--- src/common/sse_pkg.sv ---
package sse_pkg;
  localparam int unsigned DATA_W = 16;
  localparam int unsigned DEPTH = 8;
  localparam int unsigned PTR_W = 3;
  localparam int unsigned CNT_W = 4;
  localparam logic [3:0] LIMIT_ENH = 4'h8;
  localparam logic [3:0] LIMIT_STD = 4'h1;
  localparam logic [3:0] RX_3Q_LEVEL = 4'h6;

  localparam logic [11:0] ADDR_STAT = 12'h000;
  localparam logic [11:0] ADDR_DATA = 12'h004;
  localparam logic [11:0] ADDR_CTRL = 12'h008;
  localparam logic [11:0] ADDR_ISTS = 12'h00C;
  localparam logic [11:0] ADDR_IMSK = 12'h010;

  localparam int unsigned ST_BEC_LSB = 8;
  localparam int unsigned ST_SHIFT_EMPTY = 7;
  localparam int unsigned ST_RX_OVF = 6;
  localparam int unsigned ST_RX_EMPTY = 5;
  localparam int unsigned ST_SEL_LSB = 2;
  localparam int unsigned ST_TX_FULL = 1;
  localparam int unsigned ST_RX_FULL = 0;

  localparam int unsigned CTRL_ENH = 0;
  localparam int unsigned CTRL_MST = 1;
  localparam int unsigned IRQ_SEL_EV = 0;
  localparam int unsigned IRQ_OVF_EV = 1;

  localparam logic [1:0] CTRL_RST = 2'h0;
  localparam logic [1:0] IRQ_RST = 2'h0;
  localparam logic [2:0] SEL_RST = 3'h0;

  localparam logic [2:0] SEL_TX_FULL = 3'h7;
  localparam logic [2:0] SEL_TX_EMPTY = 3'h6;
  localparam logic [2:0] SEL_TX_DONE = 3'h5;
  localparam logic [2:0] SEL_TX_ONE_FREE = 3'h4;
  localparam logic [2:0] SEL_RX_FULL = 3'h3;
  localparam logic [2:0] SEL_RX_3Q = 3'h2;
  localparam logic [2:0] SEL_RX_ANY = 3'h1;
  localparam logic [2:0] SEL_RX_LAST_READ = 3'h0;

  typedef struct packed {
    logic load;
    logic done;
    logic push;
    logic [15:0] data;
  } sse_eng_t;
endpackage

--- src/design/sse_spi_status.sv ---
`timescale 1ns/1ps
// What this block does
// - Count field shows pending or unread transfers
// - Select 111: interrupt while transmit full
// - Select 110: interrupt when transmit FIFO empties
// - Select 101: interrupt when transmission completes
// - Select 100: interrupt when one location frees
// - Transmit full set on filling, cleared on freeing
// - Receive full set on filling, cleared on freeing
module sse_spi_status
  import sse_pkg::*;
(
  input wire logic pclk,
  input wire logic presetn,
  input wire logic ce,
  input wire logic psel,
  input wire logic penable,
  input wire logic pwrite,
  input wire logic [11:0] paddr,
  input wire logic [31:0] pwdata,
  output logic [31:0] prdata,
  output logic pready,
  output logic pslverr,
  input wire sse_eng_t eng,
  output logic [DATA_W-1:0] tx_word,
  output logic tx_word_valid,
  output logic irq
);
  logic [1:0] ctrl_r, ctrl_nxt;
  logic [1:0] ists_r, ists_nxt, imsk_r, imsk_nxt;
  logic [2:0] sel_r, sel_nxt;
  logic ovf_r, ovf_nxt, shempty_r, shempty_nxt;
  logic pready_r, pready_nxt, pslverr_r, pslverr_nxt, irq_r, irq_nxt;
  logic [31:0] prdata_r, prdata_nxt;
  logic [DATA_W-1:0] txw_r, txw_nxt;
  logic txv_r, txv_nxt;
  logic enh, master, wr_done, rd_done, hit, sel_ev;
  logic tx_push, tx_pop, rx_push, rx_pop, ovf_set;
  logic tx_full, rx_full;
  logic [CNT_W-1:0] tx_cnt, rx_cnt, tx_after, limit;
  logic [DATA_W-1:0] tx_head, rx_head;

  function automatic logic mapped(input logic [11:0] a);
    return a == ADDR_STAT || a == ADDR_DATA || a == ADDR_CTRL ||
           a == ADDR_ISTS || a == ADDR_IMSK;
  endfunction

  function automatic logic is_full(input logic [CNT_W-1:0] c,
                                   input logic [CNT_W-1:0] lim);
    return c >= lim;
  endfunction

  assign enh = ctrl_r[CTRL_ENH];
  assign master = ctrl_r[CTRL_MST];
  // Standard mode behaves as a one-deep buffer
  assign limit = enh ? LIMIT_ENH : LIMIT_STD;
  assign tx_full = is_full(tx_cnt, limit);
  assign rx_full = is_full(rx_cnt, limit);
  assign wr_done = psel && penable && pready_r && pwrite;
  assign rd_done = psel && penable && pready_r && !pwrite;
  // Writes to a full transmit buffer are dropped
  assign tx_push = wr_done && paddr == ADDR_DATA && !tx_full;
  assign tx_pop = eng.load && tx_cnt != 4'h0;
  assign rx_pop = rd_done && paddr == ADDR_DATA && rx_cnt != 4'h0;
  assign rx_push = eng.push && !rx_full;
  assign ovf_set = eng.push && rx_full;
  assign tx_after = tx_cnt + {3'h0, tx_push} - {3'h0, tx_pop};

  sse_fifo u_tx (
    .pclk(pclk),
    .presetn(presetn),
    .ce(ce),
    .push(tx_push),
    .pop(tx_pop),
    .wdata(pwdata[DATA_W-1:0]),
    .head(tx_head),
    .count(tx_cnt)
  );

  sse_fifo u_rx (
    .pclk(pclk),
    .presetn(presetn),
    .ce(ce),
    .push(rx_push),
    .pop(rx_pop),
    .wdata(eng.data),
    .head(rx_head),
    .count(rx_cnt)
  );

  always_comb
  begin
    case (sel_r)
      SEL_TX_FULL: sel_ev = tx_full;
      SEL_TX_EMPTY: sel_ev = tx_pop && tx_after == 4'h0;
      SEL_TX_DONE: sel_ev = eng.done;
      SEL_TX_ONE_FREE: sel_ev = tx_pop && tx_after == limit - 4'h1;
      SEL_RX_FULL: sel_ev = rx_full;
      SEL_RX_3Q: sel_ev = rx_cnt >= RX_3Q_LEVEL;
      SEL_RX_ANY: sel_ev = rx_cnt != 4'h0;
      SEL_RX_LAST_READ: sel_ev = rx_pop && rx_cnt == 4'h1;
      default: sel_ev = 1'b0;
    endcase
  end

  always_comb
  begin
    ctrl_nxt = ctrl_r;
    imsk_nxt = imsk_r;
    sel_nxt = sel_r;
    ists_nxt = ists_r;
    ovf_nxt = ovf_r;
    shempty_nxt = shempty_r;
    txw_nxt = txw_r;
    txv_nxt = tx_pop;
    if (wr_done)
    begin
      case (paddr)
        ADDR_CTRL: ctrl_nxt = pwdata[1:0];
        ADDR_IMSK: imsk_nxt = pwdata[1:0];
        ADDR_ISTS: ists_nxt = ists_r & ~pwdata[1:0];
        ADDR_STAT:
        begin
          sel_nxt = pwdata[ST_SEL_LSB +: 3];
          if (!pwdata[ST_RX_OVF])
            ovf_nxt = 1'b0;
        end
        default: ;
      endcase
    end
    // Sets after clears so a same-cycle event is kept
    if (ovf_set)
    begin
      ovf_nxt = 1'b1;
      ists_nxt[IRQ_OVF_EV] = 1'b1;
    end
    if (sel_ev)
      ists_nxt[IRQ_SEL_EV] = 1'b1;
    // New load outranks completion of the previous word
    if (tx_pop)
    begin
      shempty_nxt = 1'b0;
      txw_nxt = tx_head;
    end
    else if (eng.done)
      shempty_nxt = 1'b1;
    irq_nxt = |(ists_r & imsk_r);
  end

  // Bus: one wait state, then pready for one cycle
  always_comb
  begin
    pready_nxt = psel && penable && !pready_r;
    pslverr_nxt = pready_nxt && !mapped(paddr);
    prdata_nxt = prdata_r;
    if (pready_nxt && !pwrite)
    begin
      case (paddr)
        ADDR_STAT:
        begin
          prdata_nxt = 32'h0000_0000;
          prdata_nxt[ST_BEC_LSB +: 3] = master ? tx_cnt[2:0]
                                               : rx_cnt[2:0];
          prdata_nxt[ST_SHIFT_EMPTY] = shempty_r;
          prdata_nxt[ST_RX_OVF] = ovf_r;
          prdata_nxt[ST_RX_EMPTY] = rx_cnt == 4'h0;
          prdata_nxt[ST_SEL_LSB +: 3] = sel_r;
          prdata_nxt[ST_TX_FULL] = tx_full;
          prdata_nxt[ST_RX_FULL] = rx_full;
        end
        ADDR_DATA: prdata_nxt = {16'h0000, rx_head};
        ADDR_CTRL: prdata_nxt = {30'h0000_0000, ctrl_r};
        ADDR_ISTS: prdata_nxt = {30'h0000_0000, ists_r};
        ADDR_IMSK: prdata_nxt = {30'h0000_0000, imsk_r};
        default: prdata_nxt = 32'h0000_0000;
      endcase
    end
  end

  always_ff @(posedge pclk or negedge presetn)
  begin
    if (!presetn)
    begin
      ctrl_r <= CTRL_RST;
      imsk_r <= IRQ_RST;
      ists_r <= IRQ_RST;
      sel_r <= SEL_RST;
      ovf_r <= 1'b0;
      shempty_r <= 1'b1;
      txw_r <= 16'h0000;
      txv_r <= 1'b0;
      irq_r <= 1'b0;
      pready_r <= 1'b0;
      pslverr_r <= 1'b0;
      prdata_r <= 32'h0000_0000;
    end
    else if (ce)
    begin
      ctrl_r <= ctrl_nxt;
      imsk_r <= imsk_nxt;
      ists_r <= ists_nxt;
      sel_r <= sel_nxt;
      ovf_r <= ovf_nxt;
      shempty_r <= shempty_nxt;
      txw_r <= txw_nxt;
      txv_r <= txv_nxt;
      irq_r <= irq_nxt;
      pready_r <= pready_nxt;
      pslverr_r <= pslverr_nxt;
      prdata_r <= prdata_nxt;
    end
  end

  assign prdata = prdata_r;
  assign pready = pready_r;
  assign pslverr = pslverr_r;
  assign tx_word = txw_r;
  assign tx_word_valid = txv_r;
  assign irq = irq_r;

  property p_ovf_set;
    @(posedge pclk) disable iff (!presetn)
    ce && eng.push && rx_full |=> ovf_r ##1 (ovf_r || $past(wr_done));
  endproperty
  a_ovf_set: assert property (p_ovf_set)
    else $error("overflow flag not set");

  property p_ovf_discard;
    @(posedge pclk) disable iff (!presetn)
    ce && eng.push && rx_full && !rx_pop |=> $stable(rx_cnt);
  endproperty
  a_ovf_discard: assert property (p_ovf_discard)
    else $error("overflowing word was stored");

  property p_tx_fill;
    @(posedge pclk) disable iff (!presetn)
    ce && tx_push && !tx_pop && tx_cnt == limit - 4'h1 |=> tx_full;
  endproperty
  a_tx_fill: assert property (p_tx_fill)
    else $error("transmit full not set");

  property p_rx_fill;
    @(posedge pclk) disable iff (!presetn)
    ce && rx_push && !rx_pop && rx_cnt == limit - 4'h1 && !wr_done
      |=> rx_full;
  endproperty
  a_rx_fill: assert property (p_rx_fill)
    else $error("receive full not set");

  property p_sel_full;
    @(posedge pclk) disable iff (!presetn)
    ce && sel_r == SEL_TX_FULL && tx_full |=> ists_r[IRQ_SEL_EV];
  endproperty
  a_sel_full: assert property (p_sel_full)
    else $error("transmit full event missed");

  property p_sel_empty;
    @(posedge pclk) disable iff (!presetn)
    ce && sel_r == SEL_TX_EMPTY && tx_pop && tx_cnt == 4'h1 && !tx_push
      |=> ists_r[IRQ_SEL_EV] && !shempty_r;
  endproperty
  a_sel_empty: assert property (p_sel_empty)
    else $error("transmit empty event missed");

  property p_sel_done;
    @(posedge pclk) disable iff (!presetn)
    ce && sel_r == SEL_TX_DONE && eng.done && !tx_pop
      |=> ists_r[IRQ_SEL_EV] && shempty_r;
  endproperty
  a_sel_done: assert property (p_sel_done)
    else $error("transmit done event missed");

  property p_sel_one;
    @(posedge pclk) disable iff (!presetn)
    ce && sel_r == SEL_TX_ONE_FREE && tx_pop && tx_cnt == limit && !tx_push
      |=> ists_r[IRQ_SEL_EV] ##1 (irq || !$past(imsk_r[IRQ_SEL_EV])
      || !$past(ce));
  endproperty
  a_sel_one: assert property (p_sel_one)
    else $error("one free location event missed");
endmodule

--- src/design/sse_fifo.sv ---
`timescale 1ns/1ps
module sse_fifo
  import sse_pkg::*;
(
  input wire logic pclk,
  input wire logic presetn,
  input wire logic ce,
  input wire logic push,
  input wire logic pop,
  input wire logic [DATA_W-1:0] wdata,
  output logic [DATA_W-1:0] head,
  output logic [CNT_W-1:0] count
);
  logic [DATA_W-1:0] mem_r [DEPTH];
  logic [DATA_W-1:0] mem_nxt [DEPTH];
  logic [PTR_W-1:0] wp_r, wp_nxt, rp_r, rp_nxt;
  logic [CNT_W-1:0] cnt_r, cnt_nxt;

  // Caller guards push against full and pop against empty
  always_comb
  begin
    mem_nxt = mem_r;
    wp_nxt = wp_r;
    rp_nxt = rp_r;
    cnt_nxt = cnt_r;
    if (push)
    begin
      mem_nxt[wp_r] = wdata;
      wp_nxt = wp_r + 3'h1;
    end
    if (pop)
      rp_nxt = rp_r + 3'h1;
    if (push && !pop)
      cnt_nxt = cnt_r + 4'h1;
    else if (pop && !push)
      cnt_nxt = cnt_r - 4'h1;
  end

  always_ff @(posedge pclk or negedge presetn)
  begin
    if (!presetn)
    begin
      for (int i = 0; i < DEPTH; i++)
        mem_r[i] <= 16'h0000;
      wp_r <= 3'h0;
      rp_r <= 3'h0;
      cnt_r <= 4'h0;
    end
    else if (ce)
    begin
      mem_r <= mem_nxt;
      wp_r <= wp_nxt;
      rp_r <= rp_nxt;
      cnt_r <= cnt_nxt;
    end
  end

  assign head = mem_r[rp_r];
  assign count = cnt_r;
endmodule

--- config.mk ---
export PLATFORM = sky130hd
export DESIGN_NAME = sse_spi_status
export DESIGN_NICKNAME = d
export VERILOG_FILES = /design/src/common/sse_pkg.sv /design/src/design/sse_spi_status.sv /design/src/design/sse_fifo.sv
export SDC_FILE = /design/constraint.sdc
export NUM_CORES = 1
export LEC_CHECK = 0
export BUFFER_PORTS_ARGS = -buffer_cell sky130_fd_sc_hd__buf_2
export CORE_MARGIN = 8
export CORE_UTILIZATION = 52
export CTS_BUF_LIST = sky130_fd_sc_hd__clkbuf_2
export DETAILED_ROUTE_END_ITERATION = 10
export GPL_TIMING_DRIVEN = 1
export PLACE_DENSITY = 0.68
export SLEW_MARGIN = 20
export SYNTH_ARGS = -nofsm -noshare
export SYNTH_HDL_FRONTEND = slang
export SYNTH_SLANG_ARGS = --single-unit
export TNS_END_PERCENT = 10
--- constraint.sdc ---
create_clock -name pclk -period 5.8 [get_ports pclk]
set_input_delay 0.87 -clock pclk [delete_from_list [all_inputs] [get_ports pclk]]
set_output_delay 0.87 -clock pclk [all_outputs]
set_load 0.01 [all_outputs]
Word-level counts from Yosys, hierarchy flattened
Cells that the tools add are included.
Operators by class
  add/sub/neg operators: 11
  order comparisons: 9
  equal/unequal tests: 14
  multiplexer cells: 30
  bitwise gates (word level): 7
  reduce and logical (&&, ||, !) cells: 65
Operator list (number)
  bitwise mux 128 bit: 2
  binary-select mux 16 bit (select 3 bit): 2
  demux 16 bit (select 3 bit): 2
  2-to-1 mux 16 bit: 6
  one-hot mux 16 bit (5 select lines): 1
  equality test 12 x 4 -> 1 bit (second input constant): 2
  logical AND 1 bit: 23
  2-to-1 mux 4 bit: 5
  greater-or-equal comparator 4 bit (second input constant): 4
  NOT 3 -> 4 bit: 4
  AND reduction 2 bit: 8
  nonzero test 2 bit: 8
  AND reduction 3 bit: 5
  adder 3 x 1 -> 3 bit (second input constant): 4
  equality test 12 x 3 -> 1 bit (second input constant): 1
  equality test 12 x 5 -> 1 bit (second input constant): 1
  equality test 3 bit (second input constant): 4
  zero test 12 bit: 1
  subtractor 4 x 1 -> 4 bit (second input constant): 3
  zero test 1 bit: 9
  adder 4 x 1 -> 4 bit (second input constant): 2
  greater-or-equal comparator 4 bit: 2
  zero test 4 bit: 2
  < comparator 4 x 1 -> 1 bit (second input constant): 2
  other kinds (19): 33
Word-level totals
  bits in registers: 339
  input port bits: 69

Logic depth before layout (Yosys ltp)
Gate-level depths: netlist of the first run.
  depth after elaboration: 12
  mapped depth: 14
  mapped depth without buffers: 14

By module
Synthesis of the first run repeated with hierarchy kept, for this count alone.
Unflattened totals
  cell total of the unflattened synthesis: 1025
  area, all modules: 15363.5 sq um
By module, submodules not included
  sse_fifo at u_tx: times used 1, cells each 387, area each 6387.4 sq um, seq. area each 3453.3 sq um
  sse_fifo at u_rx: times used 1, cells each 386, area each 6377.4 sq um, seq. area each 3453.3 sq um
  sse_spi_status: times used 1, cells each 252, area each 2598.7 sq um, seq. area each 1177.4 sq um

Least setup slack after synthesis of the first run
OpenSTA, ideal clock, no wires.
  kind: in2reg
  start point: input port paddr[4]
  end point: register ists_r[0]
  library setup time: 0.136 ns
  arrival time: 3.389 ns
  required time: 5.664 ns
  setup slack: 2.276 ns
  stages on the path: 14
  path buffers: 2
  path through: clkbuf_1 nor3b_1 and4_1 buf_2 nand2_1 nor3_1 ha_1 inv_1 fa_1 xnor2_1 and4b_1 o2111a_1 a221oi_1 o21ai_0
On the way
  cells in the longest elaborated chain, start to end: 10
  elaborated cells on any way between the ends: 18
Ends and longest elaborated chain
  from (decl): line sse_spi_status.sv:19  | input wire logic [11:0] paddr,
  equality test 12 x 3 -> 1 bit: line sse_spi_status.sv:62, sse_spi_status.sv:64
  logical AND 1 bit (2 in series): line sse_spi_status.sv:62  | assign tx_push = wr_done && paddr == ADDR_DATA && !tx_full;
  adder 4 x 1 -> 4 bit: line sse_spi_status.sv:67  | assign tx_after = tx_cnt + {3'h0, tx_push} - {3'h0, tx_pop};
  subtractor 4 x 1 -> 4 bit: line sse_spi_status.sv:67
  equality test 4 bit / zero test 4 bit (equally long branches): line sse_spi_status.sv:97, sse_spi_status.sv:95
  logical AND 1 bit (on tied branches): line sse_spi_status.sv:97, sse_spi_status.sv:95
  one-hot mux 1 bit (8 select lines): line sse_spi_status.sv:93  | case (sel_r)
  nonzero test 2 bit (no line)
  AND reduction 3 bit (no line)
  to (signal assigned): line sse_spi_status.sv:201  | ists_r <= ists_nxt;
  to (decl): line sse_spi_status.sv:30  | logic [1:0] ists_r, ists_nxt, imsk_r, imsk_nxt;
Parallel ways exist; a longest one is shown, timed or not.
A chain may end at the register's enable or synchronous reset.

Worst setup path in the final report of the first run
  start point: register ctrl_r[0]
  end point: register ists_r[0]
On the way
  cells in the longest elaborated chain, start to end: 11
  elaborated cells on any way between the ends: 17
Ends and longest elaborated chain
  from (decl): line sse_spi_status.sv:29  | logic [1:0] ctrl_r, ctrl_nxt;
  from (signal assigned): line sse_spi_status.sv:199  | ctrl_r <= ctrl_nxt;
  2-to-1 mux 4 bit *: line sse_spi_status.sv:56  | assign limit = enh ? LIMIT_ENH : LIMIT_STD;
  greater-or-equal comparator 4 bit: line sse_spi_status.sv:50  | return c >= lim;
  zero test 1 bit: line sse_spi_status.sv:62
  logical AND 1 bit: line sse_spi_status.sv:62
  adder 4 x 1 -> 4 bit: line sse_spi_status.sv:67
  subtractor 4 x 1 -> 4 bit: line sse_spi_status.sv:67
  equality test 4 bit / zero test 4 bit (equally long branches): line sse_spi_status.sv:97, sse_spi_status.sv:95
  logical AND 1 bit (on tied branches): line sse_spi_status.sv:97, sse_spi_status.sv:95
  one-hot mux 1 bit (8 select lines) *: line sse_spi_status.sv:93
  nonzero test 2 bit (no line)
  AND reduction 3 bit (no line)
Every way passes the cells marked *; elsewhere a longest branch is shown, timed or not.

==> results of run 1 <==
==> metal layers <==
layer | GRT usage, % | up-vias | wire length, um
met5 | 0 | - | 13
met4 | 6.99 | 2 | 873
met3 | 3.88 | 80 | 1230
met2 | 31.3 | 181 | 16100
met1 | 24.2 | 4693 | 14500
li1 | - | 4054 | -
==> logic make-up (layout without fill, tap and decap cells) <==
family	count (synthesis)	count (layout)	share of synthesized area, %
and+or+nand+nor	132	132	4.68
AOI/OAI and AO/OA	71	71	3.23
adders and majority gates	23	23	2.00
muxes	366	366	32.5
xor gates and xnor gates	18	18	1.04
DFF	323	323	53.5
other	1	17	0.0248
buffers and inverters	93	260	3.07
==> area by class of cell <==
| class | instances | area (sq um) |
|---|---|---|
| fillers | 2396 | 12100 |
| flip-flops and latches | 323 | 8090 |
| multi-input cells | 626 | 6650 |
| repair buffers | 106 | 621 |
| clock buffers | 115 | 576 |
| well taps | 384 | 480 |
| clock inverters | 20 | 115 |
| inverters | 19 | 71.3 |
| diodes | 1 | 2.50 |
==> critical path, cell delays in order (launching register included) <==
cell and delay, ns:
dfrtp_1 0.43, inv_1 0.14, ha_1 0.32, or4b_4 0.51
a21oi_4 0.25, nand2_1 0.08, nor3_1 0.36, ha_1 0.23
inv_1 0.06, fa_1 0.37, xnor2_1 0.15, and4b_1 0.19
o2111a_1 0.23, a221oi_1 0.26, o21ai_0 0.11
==> what timing repair did <==
| action | CTS | global route |
|---|---|---|
| endpoints found under the setup margin | 0 | 0 |
| hold buffers | 0 | 1 |
| endpoints found under the hold margin | 0 | 26 |
==> state kept, by name (all words and copies together), names as in the netlist, 4 cells and up <==
register / count
u_tx.mem_r: 128
u_rx.count: 4
u_tx.count: 4
tx_word: 16
prdata: 16
u_rx.mem_r: 128
==> where the power goes <==
| group | leakage [nW] | total, W | switching (W) | internal (W) |
|---|---|---|---|---|
| combinational | 3.27 | 0.00126 | 0.000562 | 0.000698 |
| clock | 0.531 | 0.00147 | 0.000900 | 0.000574 |
| sequential | 4.37 | 0.00292 | 0.000260 | 0.00266 |
| total | 8.17 | 0.00565 | 0.00172 | 0.00393 |
==> stage by stage <==
step | cells | setup WS [ns] | util [%]
after floorplan | 1042 | 2.28 | -
after global placement | 1456 | 1.84 | 55.3
after detailed placement | 1456 | 1.76 | 55.3
after CTS | 1591 | 1.96 | 57.7
after global routing | 1594 | 1.78 | 57.8
final | 1594 | 1.99 | 57.8
==> cell usage after synthesis (3+ instances only) <==
| cell | instances |
|---|---|
| nand4_1 | 3 |
| and3_1 | 3 |
| a221o_1 | 8 |
| xnor2_1 | 12 |
| clkbuf_1 | 27 |
| buf_1 | 9 |
| inv_1 | 19 |
| ha_1 | 21 |
| buf_2 | 17 |
| nor3_1 | 5 |
| o21ai_0 | 30 |
| nor4_1 | 3 |
| nand3_1 | 10 |
| xor2_1 | 6 |
| buf_4 | 17 |
| nand2_1 | 48 |
| a21o_1 | 5 |
| nor2_1 | 23 |
| or4_1 | 3 |
| mux2_2 | 240 |
| nor2b_1 | 4 |
| a21oi_1 | 8 |
| and2_1 | 3 |
| mux2_4 | 30 |
| dfrtp_1 | 322 |
| mux4_2 | 64 |
| mux2i_1 | 32 |
| buf_6 | 4 |
| or4b_1 | 3 |
| nand2b_1 | 5 |
==> cell usage in the layout (no fill, tap or decap), types with 6 or more instances in the layout <==
cell / count
buf_2: 87
clkbuf_2: 115
buf_4: 15
mux2_2: 240
nor2_1: 23
ha_1: 21
nand2_1: 48
a221o_1: 8
conb_1: 16
xor2_1: 6
mux2i_1: 32
inv_1: 19
xnor2_1: 12
o21ai_0: 30
dfrtp_1: 320
clkinv_1: 14
a21oi_1: 8
mux2_4: 30
nand3_1: 10
mux4_2: 64
==> worst paths after layout <==
| check | startpoint | depth (start not counted) | to |
|---|---|---|---|
| max | ctrl_r[0]$_DFFE_PN0P_ | 14 | ists_r[0]$_DFFE_PN0P_ |
| min | eng[2] | 2 | u_rx.mem_r[114]$_DFFE_PN0P_ |
| max reg2reg | ctrl_r[0]$_DFFE_PN0P_ | 14 | ists_r[0]$_DFFE_PN0P_ |
| min reg2reg | tx_word[9]$_DFFE_PN0P_ | 2 | tx_word[9]$_DFFE_PN0P_ |
| max in group asynchronous | presetn | 3 | u_rx.mem_r[124]$_DFFE_PN0P_ |
| min in group asynchronous | presetn | 2 | u_tx.mem_r[66]$_DFFE_PN0P_ |
==> flow_summary.ini, run 1 <==
[synth]
synth_seq_cells = 323
ys_async_sr_fraction_pct = 100
syn_area_sq_um = 15100
yosys_warnings = 0
ys_seq_area_share_pct = 53.5
synth_cell_types = 61
syn_inst = 1027
synth_edf_count = 0
synth_area_leaders = dfrtp_1 (53%), mux2_2 (18%), mux4_2 (9.5%)
avgSynthCellArea_sq_um = 14.7
ys.flop_type = dfrtp_1
yosysTopAreaCellShare_pct = 53.3
yosys.area.top_type = dfrtp_1

[drt]
wl_per_cell_um = 20.5
drt_iter0_markers = 388
dr.pass1.iters = 4
num_vias = 9010
antenna_left = 0
vias_per_cell = 5.65
routed_wl_um = 32700
drc = 0

[global_route]
grtUsageTotal_pct = 18.8
gr-total-overflow = 0
grt_max_degree = 145
antenna_found_initial = 2
grt_pass1_vias = 9744
grt_pass1_wl_um = 53200

[timing]
setup-tns-final_ns = 0
finalCritPeriodShare_pct = 65.7
finalHoldViolCount = 0
max_slew_margin_pct = 24.5
fmax_ghz = 0.262
rsz0062_at_grt = false
drv_slew = 0
finClkSkew_ns = 0.0825
worst_hold_slack_ns = 0.333
report.final.setup_viol = 0
max_slew.worst_pin.slew_ns = 1.13
period_minus_slack_ns = 3.81

[setup_path]
r2r_setup_slack_ns = 1.99
cp_max_fo = 4
cp.required_ns = 6.47
endpoint_kind = register
arrival_ns = 4.49
crit_type = reg -> reg
start_kind = register

[run_status]
status = completed

[clock_tree]
clockBufferDepth = 3
numCtsBuffers = 83
htreeDepth = 3
post_cts_buffers = 0
clk_pin_slew_ns = 0.10
root_buffer = clkbuf_2
cts_tree = done
clock_latency_ns = 0.87
cts_resized = 0
clock_sinks = 323

[cells_and_area]
syn_to_final_growth_pct = 9.75
stdcell_area_sq_um = 16600
drive_gt1_share_pct = 47.6
nets = 1251

[place]
dpl_cell_area_sq_um = 15900
dp_hpwl_um = 20200
portBuffers = 88
place_congestion = 0.789

[floorplan]
num_rows = 62
initial_core_util_pct = 52.7
io_pins = 121
coreArea_sq_um = 28700
die_h_um = 187
dieArea_sq_um = 34800
die_x_um = 187

[power_and_ir_drop]
ir_worst_vdd_uv = 209
leakage_nw = 8.17
total_power_w = 0.00565
powerDensity_nw_per_um2 = 340

[flow_run]
max_cap_violations = 0

[min_path]
hold_class = in -> reg
Power figures use the tool's default switching activity.
==> run 2, diff against run 1 <==
Settings changed: PLACE_DENSITY 0.68 to 0.7.
Clock period 5.8 ns to 3.2 ns, I/O delays scaled along.
==> run 2 against run 1 <==
  * The flow now finishes with violations (setup timing)
  * Sequential power up 82%
  * Critical path depth down 1
  * Cell area up 4.4%
  * Via count up 0.72%
  * First-iteration DRC count down 13%
  * Clock skew down 0.028 ns
  * Critical path type unchanged
==> flow_summary.ini, run 2 (same netlist as run 1, synthesis figures left out) <==
[global_route]
met1_usage_pct = 23.6
grt_pass1_wl_um = 53900
gr-usage-met2_pct = 32.7
grtUsageMet3_pct = 4.40
antenna_found_initial = 1
gr-total-overflow = 0
grt_pass1_vias = 10132
grt_max_degree = 90
top_usage_layer = met2
grtUsageTotal_pct = 19.1

[power_and_ir_drop]
switchingPower_w = 0.00317
leakage_nw = 8.51
seqPwrFrac_pct = 50.7
powerDensity_nw_per_um2 = 604
pwr-share-clk_pct = 25.7
combPwrFrac_pct = 23.6
p_int_w = 0.00729
swShare_pct = 30.3
ir_worst_vdd_uv = 443

[clock_tree]
cts_tree = done
clockBufferDepth = 3
numCtsBuffers = 83
htreeDepth = 3
root_buffer = clkbuf_2
clock_sinks = 323
clock_latency_ns = 0.86
clk_pin_slew_ns = 0.11

[floorplan]
initial_core_util_pct = 52.7
num_rows = 62
dieArea_sq_um = 34800
die_x_um = 187
coreArea_sq_um = 28700
die_h_um = 187
io_pins = 121

[setup_path]
cp_max_fo = 2
r2r_setup_slack_ns = -0.06
arrival_ns = 3.99
crit_path_frequent_cell = inv_2
timing.critical_path.slowest_stage_cell = fa_2
worstPathCellList = inv_2 > ha_4 > or4b_4 > a21oi_4 > nand2_1 > nor3_2 > ha_2 > inv_2 > fa_2 > and4b_1 > o2111a_1 > a221oi_2 > o21ai_1
slowest_delay_ns = 0.52
crit_type = reg -> reg
start_kind = register
endpoint_kind = register
cp.required_ns = 3.93

[cells_and_area]
drive_gt1_share_pct = 48.2
stdcell_area_sq_um = 17300
nets = 1318
fin_cells = 1666
reg.largest.list = u_rx.mem_r (128), u_tx.mem_r (128)
final_cell_mix = dfrtp_1 (320), mux2_2 (240), clkbuf_2 (120), buf_2 (87), mux4_2 (64)
final_common_cell = dfrtp_1
syn_to_final_growth_pct = 14.6

[drt]
wl_per_cell_um = 19.5
drc = 0
drt_iter0_markers = 339
vias_per_cell = 5.45
routed_wl_um = 32500
antenna_left = 0
dr.pass1.iters = 4
num_vias = 9075

[timing]
drv_slew = 0
finalHoldViolCount = 0
fmax_ghz = 0.306
setup_slack_ns = -0.0642
finClkSkew_ns = 0.0547
period_minus_slack_ns = 3.26
finalCritPeriodShare_pct = 102
max_slew.worst_pin.slew_ns = 0.728
rsz0062_at_grt = true
max_slew_margin_pct = 51.4
report.final.setup_viol = 1

[flow_run]
max_cap_violations = 0

[run_status]
status = finished, violations left
violations = setup timing

[place]
place_congestion = 0.801
dp_hpwl_um = 20500
placed_cells = 1484
dpl_cell_area_sq_um = 16200
portBuffers = 88

[min_path]
hold_class = in -> reg
-- run 2: layer usage --
layer	wire length [um]	vias up
met4	587	0
met1	13700	4640
met5	0	-
met2	16700	201
met3	1570	54
li1	-	4180
-- run 2: area by class of cell --
type | count | area, sq um
Sequential cell | 323 | 8090
Clock inverter | 20 | 104
Multi-Input combinational cell | 626 | 6700
Tap cell | 384 | 480
Inverter | 19 | 71.3
Antenna cell | 1 | 2.50
Fill cell | 2313 | 11400
Clock buffer | 120 | 601
Timing Repair Buffer | 173 | 1290
-- run 2: worst max-delay path, delay by kind of cell (launching register included) --
kind,cells,cell delay [ns]
AOI/OAI and AO/OA,4,0.70
adders and majority gates,3,0.93
buffers and inverters,2,0.12
DFF,1,0.40
and+or+nand+nor,4,0.98
-- run 2: stage by stage --
stage	hold slack (ns)	setup WS (ns)	util [%]	TNS [ns]	total power [W]
2_1_floorplan	0.184	-0.0540	-	-0.0540	0.00704
6_report	0.0980	-0.0642	60.4	-0.0642	0.0105
5_1_grt	0.0662	-0.181	60.4	-0.181	0.0111
3_3_place_gp	0.456	0.0216	56.4	0	0.00769
3_5_place_dp	0.465	-0.0582	56.4	-0.0582	0.00779
4_1_cts	0.000541	-0.0617	60.2	-0.0617	0.0105
-- run 2: power by group through the flow --
stage	Sequential, W	Combinational [W]	Clock [W]
3_5_place_dp	0.00539	0.00240	0
6_report	0.00531	0.00247	0.00268
2_1_floorplan	0.00518	0.00185	0
4_1_cts	0.00531	0.00244	0.00280
3_3_place_gp	0.00535	0.00234	0
5_1_grt	0.00541	0.00272	0.00301
-- run 2: worst paths after layout --
path	from	end	depth (start not counted)
max in group asynchronous	presetn	u_rx.mem_r[110]$_DFFE_PN0P_	3
min in group asynchronous	presetn	pslverr$_DFFE_PN0P_	2
min	paddr[4]	u_rx.rp_r[2]$_DFFE_PN0P_	6
max reg2reg	u_tx.count[0]$_DFFE_PN0P_	ists_r[0]$_DFFE_PN0P_	13
min reg2reg	tx_word[2]$_DFFE_PN0P_	tx_word[2]$_DFFE_PN0P_	2
max	u_tx.count[0]$_DFFE_PN0P_	ists_r[0]$_DFFE_PN0P_	13
-- run 2: timing repair --
action | CTS | global route
endpoints found under the setup margin | 1 | 2
buffers inserted | 0 | 1
endpoints found under the hold margin | 349 | 0
pin swaps | 0 | 2
gates resized for setup | 0 | 9
hold buffers | 40 | 0
==> run 3, diff against run 2 <==
Settings changed: CORE_UTILIZATION 52 to 50, CTS_BUF_LIST sky130_fd_sc_hd__clkbuf_2 to unset, PLACE_DENSITY 0.7 to 0.68.
==> run 3 against run 2 <==
  * The flow still finishes with violations (setup timing)
  * Critical path type unchanged
  * Non-clock buffer count is 34 lower
  * Worst hold slack gained 0.18 ns
  * Cell area increased by 0.19%
  * Flip-flop and latch count did not move
  * Largest cell class unchanged
==> flow_summary.ini, run 3 (same netlist as run 1, synthesis figures left out) <==
[drt]
vias_per_cell = 5.68
dr.pass1.iters = 4
wl_per_cell_um = 20.9
drc = 0
num_vias = 8860
routed_wl_um = 32600
antenna_left = 0
drt_iter0_markers = 474

[global_route]
grt_pass1_vias = 9591
grtUsageTotal_pct = 18.4
grt_pass1_wl_um = 53100
gr-total-overflow = 0
grt_max_degree = 94
antenna_found_initial = 3

[clock_tree]
root_buffer = clkbuf_16
htreeDepth = 2
cts_tree = done
numCtsBuffers = 36
post_cts_buffers = 0
clock_latency_ns = 0.50
clock_sinks = 323
clockBufferDepth = 3
clk_pin_slew_ns = 0.06

[timing]
fmax_ghz = 0.310
finalCritPeriodShare_pct = 101
max_slew_margin_pct = 43.6
report.final.setup_viol = 1
max_slew.worst_pin.slew_ns = 0.846
rsz0062_at_grt = true
period_minus_slack_ns = 3.22
drv_slew = 0
finalHoldViolCount = 0
setup_slack_ns = -0.0222
finClkSkew_ns = 0.0161

[cells_and_area]
drive_gt1_share_pct = 47.0
syn_to_final_growth_pct = 14.8
reg.largest.list = u_rx.mem_r (128), u_tx.mem_r (128)
finish.utilization_pct = 58.4
nets = 1237
nFillCells = 2361
final_cell_mix = dfrtp_1 (320), mux2_2 (240), buf_2 (87), mux4_2 (64), nand2_1 (48)
final_common_cell = dfrtp_1
multi_input_area_sq_um = 6680
seq_area_sq_um = 8090

[floorplan]
io_pins = 121
initial_core_util_pct = 50.9
coreArea_sq_um = 29700
die_h_um = 190
die_x_um = 190
dieArea_sq_um = 36100
num_rows = 63

[setup_path]
timing.critical_path.slowest_stage_cell = fa_2
cp.required_ns = 3.58
slowest_delay_ns = 0.52
crit_type = reg -> reg
cp_max_fo = 2
arrival_ns = 3.60
start_kind = register
worstPathCellList = inv_2 > ha_4 > or4b_4 > a21oi_4 > nand2_1 > nor3_2 > ha_2 > inv_2 > fa_2 > and4b_1 > o2111a_1 > a221oi_2 > o21ai_1
crit_path_frequent_cell = inv_2
endpoint_kind = register

[power_and_ir_drop]
total_power_w = 0.0118
powerDensity_nw_per_um2 = 678
leakage_nw = 8.38
ir_worst_vdd_uv = 486

[place]
dp_hpwl_um = 21300
portBuffers = 88
place_congestion = 0.790
pre_cts_slack_ns = -0.0572

[run_status]
violations = setup timing
status = finished, violations left

[flow_run]
max_cap_violations = 0

[min_path]
hold_class = in -> reg
## run 3: changes by cell type in the layout (fill, tap and decap cells not counted), moves of 5 or more
cell	before	now
buf_12	8	3
buf_4	37	47
clkbuf_1	0	7
clkbuf_16	0	37
clkbuf_2	120	0
clkbuf_8	0	8
clkinv_1	17	0
clkinv_2	2	7
dlygate4sd3_1	40	1
## run 3: per-stage QoR
| step | cells | setup TNS, ns | area [sq um] | hold slack [ns] |
|---|---|---|---|---|
| finish | 1560 | -0.0222 | 17400 | 0.277 |
| global route | 1560 | -0.115 | 17400 | 0.269 |
| CTS | 1559 | -0.0427 | 17300 | 0.255 |
| detailed placement | 1496 | -0.0572 | 16200 | 0.467 |
| global placement | 1496 | 0 | 16200 | 0.455 |
| floorplan | 1042 | -0.0540 | 15200 | 0.184 |
## run 3: where the power goes
group	internal, W	leakage, nW	switching [W]	total (W)
Combinational	0.00134	3.43	0.00103	0.00237
Clock	0.00246	0.578	0.00160	0.00406
Sequential	0.00483	4.37	0.000515	0.00534
Total	0.00862	8.38	0.00315	0.0118
## run 3: worst max-delay path, delay by kind of cell, from the launching register on
kind | cells | cell delay, ns
adders and majority gates | 3 | 0.93
DFF | 1 | 0.39
and+or+nand+nor | 4 | 0.95
buffers and inverters | 2 | 0.13
AOI/OAI and AO/OA | 4 | 0.70
## run 3: layout make-up
| cell class | count | share of cell area [%] |
|---|---|---|
| sequential | 323 | 46.6 |
| multi-input combinational | 626 | 38.4 |
| clock buffer | 52 | 6.12 |
| timing repair buffer | 139 | 5.03 |
| tap | 390 | 2.81 |
| clock inverter | 10 | 0.591 |
| inverter | 19 | 0.411 |
| antenna | 1 | 0.0144 |
## run 3: per-layer routing
metal,vias to the layer above,global-route usage (%),part of all wire [%]
li1,3992,-,-
met1,4671,23.7,43
met2,141,32.0,50
met3,52,3.24,4.5
met4,4,4.36,1.7
met5,-,0,0.098
## run 3: final timing paths
check | startpoint | end | slack (ns) | cells past startpoint
worst max register to register | u_tx.count[0]$_DFFE_PN0P_ | ists_r[0]$_DFFE_PN0P_ | -0.02 | 13
max in group asynchronous | presetn | u_rx.mem_r[42]$_DFFE_PN0P_ | 1.76 | 3
worst max-delay path | u_tx.count[0]$_DFFE_PN0P_ | ists_r[0]$_DFFE_PN0P_ | -0.02 | 13
min in group asynchronous | presetn | tx_word[2]$_DFFE_PN0P_ | 0.51 | 2
worst min-delay path | eng[17] | shempty_r$_DFFE_PN1P_ | 0.28 | 3
worst min register to register | tx_word[15]$_DFFE_PN0P_ | tx_word[15]$_DFFE_PN0P_ | 0.47 | 2
## run 3: what timing repair did
action | in CTS | in global routing
hold buffers | 1 | 0
gates resized for setup | 0 | 4
endpoints found under the hold margin | 59 | 0
endpoints found under the setup margin | 1 | 2
